--- config.mk ---
export PLATFORM = sky130hd
export DESIGN_NAME = event_state_timer_pwm
export DESIGN_NICKNAME = d
export VERILOG_FILES = /design/src/design/count_half.v /design/src/design/event_unit.v /design/src/design/event_state_timer_pwm.v
export VERILOG_INCLUDE_DIRS = /design/src /design/src/design
export SDC_FILE = /design/constraint.sdc
export NUM_CORES = 1
export LEC_CHECK = 0
export ABC_AREA = 1
export BUFFER_PORTS_ARGS = -buffer_cell sky130_fd_sc_hd__buf_2
export CAP_MARGIN = 20
export CELL_PAD_IN_SITES_DETAIL_PLACEMENT = 0
export CELL_PAD_IN_SITES_GLOBAL_PLACEMENT = 2
export CORE_AREA = 2 2 528 530
export CTS_BUF_LIST = sky130_fd_sc_hd__clkbuf_16
export DETAILED_ROUTE_END_ITERATION = 10
export DIE_AREA = 0 0 530 532
export PLACE_DENSITY = 0.44
export SETUP_SLACK_MARGIN = 0.15
export SYNTH_ARGS = -nofsm -noshare
export SYNTH_HDL_FRONTEND = slang
export SYNTH_SLANG_ARGS = --single-unit
--- constraint.sdc ---
create_clock -name ref_clk -period 4.1 [get_ports ref_clk]
set_clock_uncertainty 0.05 [all_clocks]
set_input_delay 0.615 -clock ref_clk [delete_from_list [all_inputs] [get_ports ref_clk]]
set_output_delay 0.615 -clock ref_clk [all_outputs]
set_load 0.05 [all_outputs]
--- src/design/event_timer_defines.vh ---
/*
  shared sizes, field codes and reset values of the event timer.
  assumes inclusion by bare name from every design file that needs it.
*/
`ifndef EVENT_TIMER_DEFINES_VH
`define EVENT_TIMER_DEFINES_VH

// ----------------------------------------
// sizes
// ----------------------------------------
`define EV_N 10
`define ST_N 10
`define IN_N 8
`define OUT_N 8
`define MR_N 10
`define HALF_W 16
`define CNT_W 32

// ----------------------------------------
// field widths of per-event config slices
// ----------------------------------------
`define SEL_W 4
`define ST_W 4
`define COND_W 2
`define COMB_W 2
`define DIRQ_W 2

// ----------------------------------------
// io condition codes
// ----------------------------------------
`define COND_LOW 2'h0
`define COND_RISE 2'h1
`define COND_FALL 2'h2
`define COND_HIGH 2'h3

// ----------------------------------------
// combine codes
// ----------------------------------------
`define COMB_OR 2'h0
`define COMB_MATCH 2'h1
`define COMB_IO 2'h2
`define COMB_AND 2'h3

// ----------------------------------------
// direction qualifier codes
// ----------------------------------------
`define DIRQ_ANY 2'h0
`define DIRQ_UP 2'h1
`define DIRQ_DOWN 2'h2

// ----------------------------------------
// reset values and half count maximum
// ----------------------------------------
`define CNT_RST 16'h0000
`define STATE_RST 4'h0
`define OUT_RST 8'h00
`define CAP_RST 32'h00000000
`define HALF_MAX 16'hffff

`endif

--- src/design/count_half.v ---
/*
  one 16-bit half of the event timer counter with limit and reversal.
  assumes the top gates tick, limit and zero reversal for unified mode.
*/
`timescale 1ns/1ps
`include "event_timer_defines.vh"

module count_half
(
  // clock and reset
  input wire ref_clk,
  input wire rst_b,
  // control
  input wire tick,
  input wire limit,
  input wire rev_zero,
  input wire bidir,
  // state
  output wire [`HALF_W-1:0] count,
  output wire dir_down
);

reg [`HALF_W-1:0] cnt_reg;
reg dir_reg;

// ----------------------------------------
// count, clear or reverse on limit, turn up at zero
// ----------------------------------------
always @(posedge ref_clk)
begin
  if (!rst_b)
  begin
    cnt_reg <= `CNT_RST;
    dir_reg <= 1'b0;
  end
  else if (limit)
  begin
    if (bidir)
      dir_reg <= ~dir_reg;
    else
      cnt_reg <= `CNT_RST;
  end
  else if (rev_zero)
    dir_reg <= 1'b0; // bottom of bidir sweep
  else if (tick)
  begin
    if (dir_reg)
      cnt_reg <= cnt_reg - 16'h0001;
    else
      cnt_reg <= cnt_reg + 16'h0001;
  end
end

assign count = cnt_reg;
assign dir_down = dir_reg;

endmodule // count_half

--- src/design/event_unit.v ---
/*
  one event: io edge or level test, combine with match, direction and
  state qualifiers, and a pending latch for held matches.
  assumes match_hit is a one-cycle pulse on a counting tick.
*/
`timescale 1ns/1ps
`include "event_timer_defines.vh"

module event_unit
(
  // clock and reset
  input wire ref_clk,
  input wire rst_b,
  // qualifiers
  input wire match_hit,
  input wire io_now,
  input wire io_prev,
  input wire [`COND_W-1:0] io_cond,
  input wire [`COMB_W-1:0] comb,
  input wire [`DIRQ_W-1:0] dir_qual,
  input wire bidir,
  input wire dir_down,
  input wire hold_en,
  input wire state_ok,
  // result
  output wire fire
);

reg pend_reg;
reg pend_next;
reg io_ok;
reg comb_ok;
reg dir_ok;
wire m_ok;

// ----------------------------------------
// io condition and combination
// ----------------------------------------
assign m_ok = match_hit | pend_reg;

always @*
begin
  case (io_cond)
    `COND_LOW: io_ok = ~io_now;
    `COND_RISE: io_ok = io_now & ~io_prev;
    `COND_FALL: io_ok = ~io_now & io_prev;
    default: io_ok = io_now;
  endcase
  case (comb)
    `COMB_OR: comb_ok = m_ok | io_ok;
    `COMB_MATCH: comb_ok = m_ok;
    `COMB_IO: comb_ok = io_ok;
    default: comb_ok = m_ok & io_ok;
  endcase
  case (dir_qual)
    `DIRQ_UP: dir_ok = ~bidir | ~dir_down;
    `DIRQ_DOWN: dir_ok = ~bidir | dir_down;
    default: dir_ok = 1'b1;
  endcase
end

assign fire = state_ok & dir_ok & comb_ok;

// ----------------------------------------
// held match waits for the io part
// ----------------------------------------
always @*
begin
  pend_next = pend_reg;
  if (fire)
    pend_next = 1'b0;
  if (hold_en & match_hit & state_ok & ~fire)
    pend_next = 1'b1;
end

always @(posedge ref_clk)
begin
  if (!rst_b)
    pend_reg <= 1'b0;
  else
    pend_reg <= pend_next;
end

endmodule // event_unit

--- src/design/event_state_timer_pwm.v ---
/*
  event driven timer and waveform block: one 32-bit or two 16-bit
  counters, ten match/capture registers, ten events, ten states,
  eight inputs and eight outputs.
  assumes all config ports are static while running and pins are
  synchronous to ref_clk.
*/
`timescale 1ns/1ps
`include "event_timer_defines.vh"

module event_state_timer_pwm
(
  // clock and reset
  input wire ref_clk,
  input wire rst_b,
  // pins
  input wire [`IN_N-1:0] in_pins,
  output wire [`OUT_N-1:0] out_pins,
  // counter configuration
  input wire unify,
  input wire bidir_l,
  input wire bidir_h,
  input wire auto_limit_l,
  input wire auto_limit_h,
  input wire clk_mode,
  input wire [2:0] clk_in_sel,
  input wire clk_edge,
  input wire halt_release_l,
  input wire halt_release_h,
  // match and capture configuration
  input wire [`MR_N*`CNT_W-1:0] match_val,
  input wire [`MR_N-1:0] cap_mode,
  // event qualifiers
  input wire [`EV_N*`ST_N-1:0] ev_state_mask,
  input wire [`EV_N*`SEL_W-1:0] ev_match_sel,
  input wire [`EV_N*`SEL_W-1:0] ev_io_sel,
  input wire [`EV_N*`COND_W-1:0] ev_io_cond,
  input wire [`EV_N*`COMB_W-1:0] ev_comb,
  input wire [`EV_N*`DIRQ_W-1:0] ev_dir,
  input wire [`EV_N-1:0] ev_ctr_h,
  input wire [`EV_N-1:0] ev_hold,
  // event actions
  input wire [`EV_N-1:0] ev_start,
  input wire [`EV_N-1:0] ev_stop,
  input wire [`EV_N-1:0] ev_halt,
  input wire [`EV_N-1:0] ev_limit,
  input wire [`EV_N*`OUT_N-1:0] ev_out_set,
  input wire [`EV_N*`OUT_N-1:0] ev_out_clr,
  input wire [`EV_N*`MR_N-1:0] ev_cap,
  input wire [`EV_N*`ST_W-1:0] ev_next_state,
  input wire [`EV_N-1:0] ev_state_ld,
  input wire [`EV_N-1:0] ev_irq,
  input wire [`EV_N-1:0] ev_dma,
  // status
  output wire [`CNT_W-1:0] count_val,
  output wire [`MR_N*`CNT_W-1:0] cap_val,
  output wire [`ST_W-1:0] state_val,
  output wire [`EV_N-1:0] ev_fired,
  output wire irq_req,
  output wire dma_req,
  output wire run_l,
  output wire run_h,
  output wire dir_down_l,
  output wire dir_down_h
);

// ----------------------------------------
// helpers
// ----------------------------------------
// bit of {outputs, inputs}: index 0-7 inputs, 8-15 outputs
function pick16;
  input [15:0] vec;
  input [3:0] idx;
  begin
    pick16 = vec[idx];
  end
endfunction

// bit of a ten-wide mask, zero past the end
function pick10;
  input [9:0] vec;
  input [3:0] idx;
  begin
    pick10 = (idx < 4'ha) ? vec[idx] : 1'b0;
  end
endfunction

// ----------------------------------------
// registers and wires
// ----------------------------------------
reg [`IN_N-1:0] in_prev_reg;
reg [`OUT_N-1:0] out_reg, out_next, out_prev_reg;
reg [`ST_W-1:0] state_reg, state_next;
reg run_l_reg, run_h_reg, halt_l_reg, halt_h_reg;
reg [`EV_N-1:0] fired_reg;
reg irq_reg, dma_reg, set_b, clr_b;
reg [`CNT_W-1:0] cap_mem [0:`MR_N-1];
integer i, j, m;

wire [`EV_N-1:0] fire;
wire [`HALF_W-1:0] count_l, count_h;
wire [`CNT_W-1:0] count_all;
wire dir_l, dir_h, sel_now, sel_prev, tick_src, tick_l, tick_h, wrap_l;
wire bidir_eff_h, rev_zero_l, rev_zero_h;
wire [`MR_N-1:0] hit_l, hit_h;
wire [`EV_N-1:0] side_h;
wire limit_l_ev, limit_h_ev, limit_l, limit_h;
wire [15:0] io_now_vec, io_prev_vec;

assign count_all = {count_h, count_l};
assign io_now_vec = {out_reg, in_pins};
assign io_prev_vec = {out_prev_reg, in_prev_reg};

// ----------------------------------------
// count clock: system clock or input edge
// ----------------------------------------
assign sel_now = pick16(io_now_vec, {1'b0, clk_in_sel});
assign sel_prev = pick16(io_prev_vec, {1'b0, clk_in_sel});
assign tick_src = ~clk_mode | (clk_edge ? (sel_prev & ~sel_now)
                                        : (~sel_prev & sel_now));

// ----------------------------------------
// counter chaining for unified mode
// ----------------------------------------
assign tick_l = run_l_reg & tick_src;
assign wrap_l = dir_l ? (count_l == `CNT_RST) : (count_l == `HALF_MAX);
assign bidir_eff_h = unify ? bidir_l : bidir_h;
assign rev_zero_l = bidir_l & dir_l & tick_l &
                    (unify ? (count_all == `CAP_RST) : (count_l == `CNT_RST));
assign rev_zero_h = unify ? rev_zero_l
                          : (bidir_h & dir_h & tick_h & (count_h == `CNT_RST));
assign tick_h = unify ? (tick_l & wrap_l & ~rev_zero_l)
                      : (run_h_reg & tick_src);

// ----------------------------------------
// match detection per register and half
// ----------------------------------------
genvar g;
generate
  for (g = 0; g < `MR_N; g = g + 1)
  begin : g_match
    wire [`CNT_W-1:0] mv;
    assign mv = match_val[g*`CNT_W +: `CNT_W];
    assign hit_l[g] = ~cap_mode[g] & tick_l &
                      (unify ? (count_all == mv) : (count_l == mv[15:0]));
    assign hit_h[g] = ~cap_mode[g] & ~unify & tick_h & (count_h == mv[31:16]);
    assign cap_val[g*`CNT_W +: `CNT_W] = cap_mem[g];
  end
endgenerate

// ----------------------------------------
// events
// ----------------------------------------
generate
  for (g = 0; g < `EV_N; g = g + 1)
  begin : g_event
    wire [`SEL_W-1:0] msel;
    wire [`SEL_W-1:0] isel;
    wire m_hit;
    assign side_h[g] = ev_ctr_h[g] & ~unify;
    assign msel = ev_match_sel[g*`SEL_W +: `SEL_W];
    assign isel = ev_io_sel[g*`SEL_W +: `SEL_W];
    assign m_hit = side_h[g] ? pick10(hit_h, msel) : pick10(hit_l, msel);
    event_unit u_ev
    (
      .ref_clk(ref_clk),
      .rst_b(rst_b),
      .match_hit(m_hit),
      .io_now(pick16(io_now_vec, isel)),
      .io_prev(pick16(io_prev_vec, isel)),
      .io_cond(ev_io_cond[g*`COND_W +: `COND_W]),
      .comb(ev_comb[g*`COMB_W +: `COMB_W]),
      .dir_qual(ev_dir[g*`DIRQ_W +: `DIRQ_W]),
      .bidir(side_h[g] ? bidir_h : bidir_l),
      .dir_down(side_h[g] ? dir_h : dir_l),
      .hold_en(ev_hold[g]),
      .state_ok(pick10(ev_state_mask[g*`ST_N +: `ST_N], state_reg)),
      .fire(fire[g])
    );
  end
endgenerate

// ----------------------------------------
// limit: events and automatic match 0
// ----------------------------------------
assign limit_l_ev = |(fire & ev_limit & ~side_h);
assign limit_h_ev = |(fire & ev_limit & side_h);
// up/down: auto limit only on the way up, else the down pass turns it back
assign limit_l = limit_l_ev | (auto_limit_l & hit_l[0] & ~(bidir_l & dir_l));
assign limit_h = unify ? limit_l
                       : (limit_h_ev | (auto_limit_h & hit_h[0] & ~(bidir_h & dir_h)));

count_half u_cnt_l
(
  .ref_clk(ref_clk),
  .rst_b(rst_b),
  .tick(tick_l),
  .limit(limit_l),
  .rev_zero(rev_zero_l),
  .bidir(bidir_l),
  .count(count_l),
  .dir_down(dir_l)
);

count_half u_cnt_h
(
  .ref_clk(ref_clk),
  .rst_b(rst_b),
  .tick(tick_h),
  .limit(limit_h),
  .rev_zero(rev_zero_h),
  .bidir(bidir_eff_h),
  .count(count_h),
  .dir_down(dir_h)
);

// ----------------------------------------
// run control: start, stop, halt
// ----------------------------------------
always @(posedge ref_clk)
begin
  if (!rst_b)
  begin
    run_l_reg <= 1'b0;
    run_h_reg <= 1'b0;
    halt_l_reg <= 1'b1;
    halt_h_reg <= 1'b1;
  end
  else
  begin
    if (|(fire & ev_halt & ~side_h))
    begin
      halt_l_reg <= 1'b1;
      run_l_reg <= 1'b0;
    end
    else if (halt_release_l)
    begin
      halt_l_reg <= 1'b0;
      run_l_reg <= 1'b1;
    end
    else if (|(fire & ev_stop & ~side_h))
      run_l_reg <= 1'b0;
    else if (|(fire & ev_start & ~side_h) & ~halt_l_reg)
      run_l_reg <= 1'b1;
    if (|(fire & ev_halt & side_h))
    begin
      halt_h_reg <= 1'b1;
      run_h_reg <= 1'b0;
    end
    else if (halt_release_h)
    begin
      halt_h_reg <= 1'b0;
      run_h_reg <= 1'b1;
    end
    else if (|(fire & ev_stop & side_h))
      run_h_reg <= 1'b0;
    else if (|(fire & ev_start & side_h) & ~halt_h_reg)
      run_h_reg <= 1'b1;
  end
end

// ----------------------------------------
// outputs and state from fired events
// ----------------------------------------
always @*
begin
  out_next = out_reg;
  state_next = state_reg;
  set_b = 1'b0;
  clr_b = 1'b0;
  for (j = 0; j < `OUT_N; j = j + 1)
  begin
    set_b = 1'b0;
    clr_b = 1'b0;
    for (i = 0; i < `EV_N; i = i + 1)
    begin
      set_b = set_b | (fire[i] & ev_out_set[i*`OUT_N + j]);
      clr_b = clr_b | (fire[i] & ev_out_clr[i*`OUT_N + j]);
    end
    if (set_b & clr_b)
      out_next[j] = ~out_reg[j];
    else if (set_b)
      out_next[j] = 1'b1;
    else if (clr_b)
      out_next[j] = 1'b0;
  end
  // lowest numbered loading event wins
  for (i = `EV_N - 1; i >= 0; i = i - 1)
  begin
    if (fire[i] & ev_state_ld[i] & (ev_next_state[i*`ST_W +: `ST_W] < 4'ha))
      state_next = ev_next_state[i*`ST_W +: `ST_W];
  end
end

always @(posedge ref_clk)
begin
  if (!rst_b)
  begin
    out_reg <= `OUT_RST;
    out_prev_reg <= `OUT_RST;
    in_prev_reg <= 8'h00;
    state_reg <= `STATE_RST;
    fired_reg <= 10'h000;
    irq_reg <= 1'b0;
    dma_reg <= 1'b0;
  end
  else
  begin
    out_reg <= out_next;
    out_prev_reg <= out_reg;
    in_prev_reg <= in_pins;
    state_reg <= state_next;
    fired_reg <= fire;
    irq_reg <= |(fire & ev_irq);
    dma_reg <= |(fire & ev_dma);
  end
end

// ----------------------------------------
// capture of the count
// ----------------------------------------
always @(posedge ref_clk)
begin
  for (m = 0; m < `MR_N; m = m + 1)
  begin
    if (!rst_b)
      cap_mem[m] <= `CAP_RST;
    else if (cap_mode[m] & |(fire & ev_cap_col(m)))
      cap_mem[m] <= count_all;
  end
end

// column j of the per-event capture masks
function [`EV_N-1:0] ev_cap_col;
  input integer col;
  integer k;
  begin
    ev_cap_col = 10'h000;
    for (k = 0; k < `EV_N; k = k + 1)
      ev_cap_col[k] = ev_cap[k*`MR_N + col];
  end
endfunction

// ----------------------------------------
// status
// ----------------------------------------
assign out_pins = out_reg;
assign count_val = count_all;
assign state_val = state_reg;
assign ev_fired = fired_reg;
assign irq_req = irq_reg;
assign dma_req = dma_reg;
assign run_l = run_l_reg;
assign run_h = run_h_reg;
assign dir_down_l = dir_l;
assign dir_down_h = dir_h;

endmodule // event_state_timer_pwm

# ---- Word-level counts from Yosys, hierarchy flattened
# Memory sizes are Yosys's and may differ from the RTL's.
# Cells that the tools add are included.
dict set report word_totals {
  register_bits 88
  latchBits 0
  ramBits 320
  mem_bits_ro 0
  input_bits 982
  elab_cells 1235
  memories 1
}
# memory depth width rd rd_ports_with_merged_regs wr line_no
set memory_table {}
lappend memory_table {cap_mem 10 32 10 0 10 event_state_timer_pwm.v:97} ;# reg [`CNT_W-1:0] cap_mem [0:`MR_N-1];
dict set report op_classes {
  add_sub_neg 4
  n_mul 0
  div 0
  order_cmp 43
  n_eq_ne 97
  shift 0
  n_mux 328
  n_bitwise 658
  n_reduce_logical 72
}
# operator count
set ops {}
lappend ops {{AND 1 bit} 356}
lappend ops {{== test 16 bit} 20}
lappend ops {{== test 32 bit} 10}
lappend ops {{two-way mux 32 bit} 10}
lappend ops {{AND 10 bit} 24}
lappend ops {{two-way mux 1 bit} 216}
lappend ops {{binary-select mux 1 bit (select 4 bit)} 50}
lappend ops {{bitwise OR 1 bit} 197}
lappend ops {{OR reduction 10 bit} 18}
lappend ops {{two-way mux 16 bit} 10}
lappend ops {{less-than comparator 4 x 5 -> 1 bit (second input constant)} 21}
lappend ops {{less-than comparator 4 bit (second input constant)} 21}
lappend ops {{NOT 1 bit} 80}
lappend ops {{== test 2 x 1 -> 1 bit (second input constant)} 30}
lappend ops {{== test 2 bit (second input constant)} 30}
lappend ops {{case mux 1 bit (3 select lines)} 20}
lappend ops {{logical NOT 2 bit} 20}
lappend ops {{two-way mux 4 bit} 10}
lappend ops {{adder 16 x 1 -> 16 bit (second input constant)} 2}
lappend ops {{logical NOT 16 bit} 2}
lappend ops {{logical NOT 32 bit} 1}
lappend ops {{subtractor 16 x 1 -> 16 bit (second input constant)} 2}
lappend ops {{nonzero test 3 bit} 10}
lappend ops {{nonzero test 2 bit} 14}
lappend ops {{11 further kinds} 28}

# ---- Logic depth before layout (Yosys ltp)
dict set report logic_depth {
  word_depth 35
  depth_mapped 34
  ltp_nobuf 32
}

# ---- Cells and area by module
# A second synthesis with hierarchy kept.
dict set report hier_totals {
  cells_unflattened 4402
  hier_area_um2 31174.9
}
# mod n_inst cells_per_inst area_per_inst_um2 seq_area_each_um2
set modules_own_cells {}
lappend modules_own_cells {event_state_timer_pwm 1 3576 26475.4 10490.1}
lappend modules_own_cells {count_half 2 258 1524.0 340.3}
lappend modules_own_cells {event_unit 10 31 165.2 20.0}

# ---- Worst setup path before layout
# OpenSTA, ideal clock, no wires.
dict set report synth_path {
  kind {flip-flop to flip-flop}
  start {reg u_cnt_l.dir_reg (netlist: u_cnt_l.dir_down)}
  end {mem cap_mem[1][0] (netlist name) (enable)}
  arrival_time_ns 3.850
  required_ns 3.572
  setup_slack_ns -0.277
  path_stages_with_launch 25
  path_buffers 3
  period_less_slack_ns 4.377
  path_cell_list {dfxtp_1 clkbuf_1 nand2_1 inv_1 nand3_1 o21ai_1 nor2_2 nand3_4 nand2_4 buf_6 nand2_1 nor2_1 o21ai_1 nand2_1 nand2_1 nand2_1 nand2_1 nand4_2 nand2_2 inv_2 buf_2 a221oi_1 nand3_1 nand2_1 nand2_1}
}
# element line_no
set synth_lines {}
lappend synth_lines {{start, declared} count_half.v:24} ;# reg dir_reg;
lappend synth_lines {{start signal, assigned} count_half.v:39} ;# dir_reg <= ~dir_reg;
lappend synth_lines {{end, declared} event_state_timer_pwm.v:97}

==> results summary <==
The run finished, with violations left. The final reports fail on setup timing. The cell count after placement came out at 9791.

The critical path is of the flip-flop to flip-flop type. The dominant register cell in the synthesized netlist is sky130_fd_sc_hd__edfxtp_1. By area, the combinational part of the netlist is dominated by simple AND/OR/NAND/NOR gates.

The final count of pins violating max slew is 0. Setup violations remaining at the end of the flow were counted as a little under 700. The cell at the slowest stage of the critical path is sky130_fd_sc_hd__dfxtp_4. Compared with the post-synthesis result, the final layout area differs by 77.9%. The floorplan step set the die height to 532 um. The post-synthesis area per instance is 7.26 sq um. Counting flops per register, the top entry is cap_mem. The floorplan row count came out at 193. The netlist area before placement came out at ~31000 sq um. Setup repair after global routing could not meet its margin everywhere. The via density per instance came out at 4.05. The count of pins on the block boundary is 1362. The area of placed instances is 48300 sq um.

The clock tree root driver cell is sky130_fd_sc_hd__clkbuf_16. The startpoint identified for the worst register-to-register timing path is u_cnt_h.count[12]. The largest area contributor in the synthesized netlist is sky130_fd_sc_hd__edfxtp_1. The worst-case IR drop observed on VDD is around 0.37 mV. In this run, CTS created clock tree buffers numbering 56. The buffer depth of the longest clock path came out at 3. The register with the most flip-flops in the layout has 320 of them. The summed negative setup slack over all endpoints is -227180 ps. The minimum setup slack among reg-to-reg paths is -500 ps. The net count after synthesis is 5314.

The initial core utilization came out at 11.3%. The share of final-layout standard cells stronger than drive strength 1 is 43.9%. For the worst setup path, the data arrival time is 5110 ps. The first detailed-routing pass took 8 iterations. The number of cells on the worst reg-to-reg path is 32. The class of the tightest hold or removal check is input port to flip-flop. The count of nets left with antenna violations once routing finished came out at 0. The most common cell in the synthesized netlist is sky130_fd_sc_hd__nand2_1. The number of port buffers is 1361. The worst setup slack before clock tree synthesis is -1380 ps.

The share of the clock period used by the worst path came out at 112%. The mux cell area share after synthesis came out at 0%. The count of flip-flops with a built-in enable after synthesis came out at 320. The footprint of the multi-input gates came out at 19000 sq um. Across every metal layer, demand over resource in global routing totals 20.7%.

The critical path capture point type is a flip-flop. The later pin in the worst-skew pair is clocked with a latency of 710 ps. Counting flops with an async set or reset pin after synthesis yields a share of 0%. After synthesis, the cell types taking the most area are sky130_fd_sc_hd__edfxtp_1 31%, sky130_fd_sc_hd__nand2_1 9.8%, sky130_fd_sc_hd__nor2_1 7.7%. The clock period minus final worst setup slack is 4600 ps.

The number of distinct standard cells referenced by the synthesized netlist came out at 67. The final net count came out at 7338. The highest net fanout along the worst path is 8. The area share of and/or/nand/nor cells after synthesis is 30.1%. The clock input transition at the sequential cells of the worst setup and hold paths is 60 ps. The number of warnings reported in the yosys synthesis log came out at 0. The count of final hold-check violations came to 0.

The required time of the critical path is 4600 ps. The area fraction in compound gates after synthesis is 15.7%. The filler cell count in the final layout came out at between 30000 and 40000. The post-synthesis share of cell area spent on xor and xnor gates came out at under 10%.

The capturing point of the worst reg2reg path is cap_mem[2][3]. The met1 wire length is around 130000 um. Across all setup checks in the final design, the least slack found is -502 ps. TritonCTS built the clock tree.

After global routing the overflow that remains totals 0. The post-synthesis instance total is 4292. The largest net degree at the start of global routing came out at 53. The congestion estimate from routability-driven global placement came to 0.891. The number of global-route vias before repair came out at 39800.

The footprint of the flip-flops and latches came out at 11400 sq um. The filler-free cell count of the finished design is 10100. The startpoint type of the worst setup path is a flip-flop.

The routed design uses 22300 um of met3 wire. The H-tree generated during clock tree synthesis spans 2 levels. The fmax came out at ~220 MHz. The leakage power is 0.0253 uW. The core area came out at 276000 sq um. Following the worst setup path forward leads to its endpoint at cap_mem[2][3]. After detailed routing, no signal wire sits above met5. Counting every sink on the clock net gives 408. The total via count after detailed routing is 41000. The iteration-0 DRC count of the detailed router is 3038. After routing the design area is 55400 sq um. Headroom to the max-slew limit came out at 36.9%. The die area is 282000 sq um.

The share of the synthesized area in the top cell type is a little under a third. The post-detailed-route DRC marker count is 0. The average wire length per cell after detail routing came out at ~30 um. The horizontal die dimension is 530 um. The critical path's largest stage delay came out at 430 ps. The half-perimeter wire length of the detailed placement result is around 260000 um. The flip-flop and latch count after synthesis is ~400.

Summing the sequential cell areas from Yosys gives between 30% and 40% of the chip area. Tracing the worst setup path back leads to its startpoint at u_cnt_h.count[12]. The routed wire length on met2 came out at 145000 um. For the pin with the worst max-slew slack, the measured transition is 945 ps.

The first global-routing pass estimated 392000 um of wire. The hold slack came out at between 100 and 150 ps. For this block, the routed nets add up to 307000 um of wire. Max-cap violations in this run came to 0. The share of synthesized cell area in full adder, half adder and majority cells is 1.66%. The commonest cells after synthesis are 813 x sky130_fd_sc_hd__nand2_1, 638 x sky130_fd_sc_hd__nor2_1, 454 x sky130_fd_sc_hd__nand3_1. Power spread over the standard cell area amounts to 678 nW/um^2.

The initial antenna violation count came out at 219.
through the flow:
step / utilization [%] / total power [uW]
2_1_floorplan: - / 16800
3_3_place_gp: 17.5 / 29000
3_5_place_dp: 17.5 / 29000
4_1_cts: 19.4 / 36800
5_1_grt: 20.1 / 39300
6_report: 20.1 / 37600
per-layer routing:
layer | track usage, % | vias to the layer above
li1 | - | 18700
met5 | 0 | -
met3 | 5.25 | 486
met4 | 4.91 | 142
met2 | 35.3 | 1753
met1 | 25.8 | 19900
cells in the final DEF, fill, tap and decap left out, types with 20 or more instances in the layout:
cell	Yosys	layout
sky130_fd_sc_hd__edfxtp_1	320	320
sky130_fd_sc_hd__buf_4	43	560
sky130_fd_sc_hd__nor2_2	17	45
sky130_fd_sc_hd__nor2_1	638	584
sky130_fd_sc_hd__buf_6	12	76
sky130_fd_sc_hd__ha_1	38	38
sky130_fd_sc_hd__buf_2	59	1360
sky130_fd_sc_hd__xnor2_1	129	118
sky130_fd_sc_hd__buf_16	0	28
sky130_fd_sc_hd__a221oi_1	54	29
sky130_fd_sc_hd__nand2_2	8	54
sky130_fd_sc_hd__diode_2	0	58
sky130_fd_sc_hd__nor2_4	0	26
sky130_fd_sc_hd__buf_12	1	183
sky130_fd_sc_hd__nand2_4	19	36
sky130_fd_sc_hd__clkbuf_16	0	61
sky130_fd_sc_hd__o21ai_0	261	246
sky130_fd_sc_hd__a21oi_1	259	229
sky130_fd_sc_hd__nand3_4	3	20
sky130_fd_sc_hd__inv_2	34	32
sky130_fd_sc_hd__nand4_1	91	91
sky130_fd_sc_hd__o221ai_1	29	29
sky130_fd_sc_hd__dfxtp_1	88	61
sky130_fd_sc_hd__nand2_1	813	731
sky130_fd_sc_hd__o211ai_1	64	64
sky130_fd_sc_hd__clkinv_1	18	35
sky130_fd_sc_hd__inv_1	340	332
sky130_fd_sc_hd__nand3_1	454	391
sky130_fd_sc_hd__a21oi_2	9	30
sky130_fd_sc_hd__a22o_1	31	28
sky130_fd_sc_hd__xor2_1	117	116
sky130_fd_sc_hd__nor3_1	27	22
sky130_fd_sc_hd__nand3_2	15	61
critical path: cells and delay by family, from the launching register on:
| kind | cells | cell delay, ps |
|---|---|---|
| compound gates | 3 | 300 |
| xor+xnor | 1 | 130 |
| flops | 1 | 430 |
| buf+inv | 14 | 1820 |
| simple gates | 14 | 1660 |
worst min path at each step:
stage | endpoint | startpoint | depth (start not counted) | slack (ps)
6_report | in_prev_reg[6] | in_pins[6] | 3 | 110
5_1_grt | in_prev_reg[6] | in_pins[6] | 3 | 80
4_1_cts | in_prev_reg[6] | in_pins[6] | 3 | 50
3_5_place_dp | g_event[2].u_ev.pend_reg | g_event[2].u_ev.pend_reg | 2 | 430
3_3_place_gp | g_event[2].u_ev.pend_reg | g_event[2].u_ev.pend_reg | 2 | 420
2_1_floorplan | g_event[2].u_ev.pend_reg | g_event[2].u_ev.pend_reg | 2 | 410
cells by family (layout without fill, tap and decap cells):
logic type                 after synthesis  after routing
and+or+nand+nor                       2130           2130
buffers and inverters                  663           2731
AOI/OAI and AO/OA                      805            805
adders and majority gates               40             40
other                                    0             58
DFF                                    408            408
xor gates and xnor gates               246            246
repair_timing:
item	CTS	global route
hold buffers	0	0
setup endpoints to repair	706	693
hold endpoints to repair	0	0
pin swaps	73	98
setup buffers	92	45
gates resized for setup	347	314
gates cloned	29	6
layout make-up:
cell class                      instances  area share (%)
Inverter                              398            2.86
Timing Repair Buffer                 2231            30.2
Multi-Input combinational cell       3221            34.2
Tap cell                             3705            8.37
Clock inverter                         46           0.895
Sequential cell                       408            20.6
Antenna cell                           58           0.262
Clock buffer                           56            2.53
power by group:
part / internal, uW / switching [uW]
logic: 9180 / 16600
registers: 5850 / 703
clock network: 2990 / 2240
total: 18000 / 19500
Power figures use the tool's default switching activity.
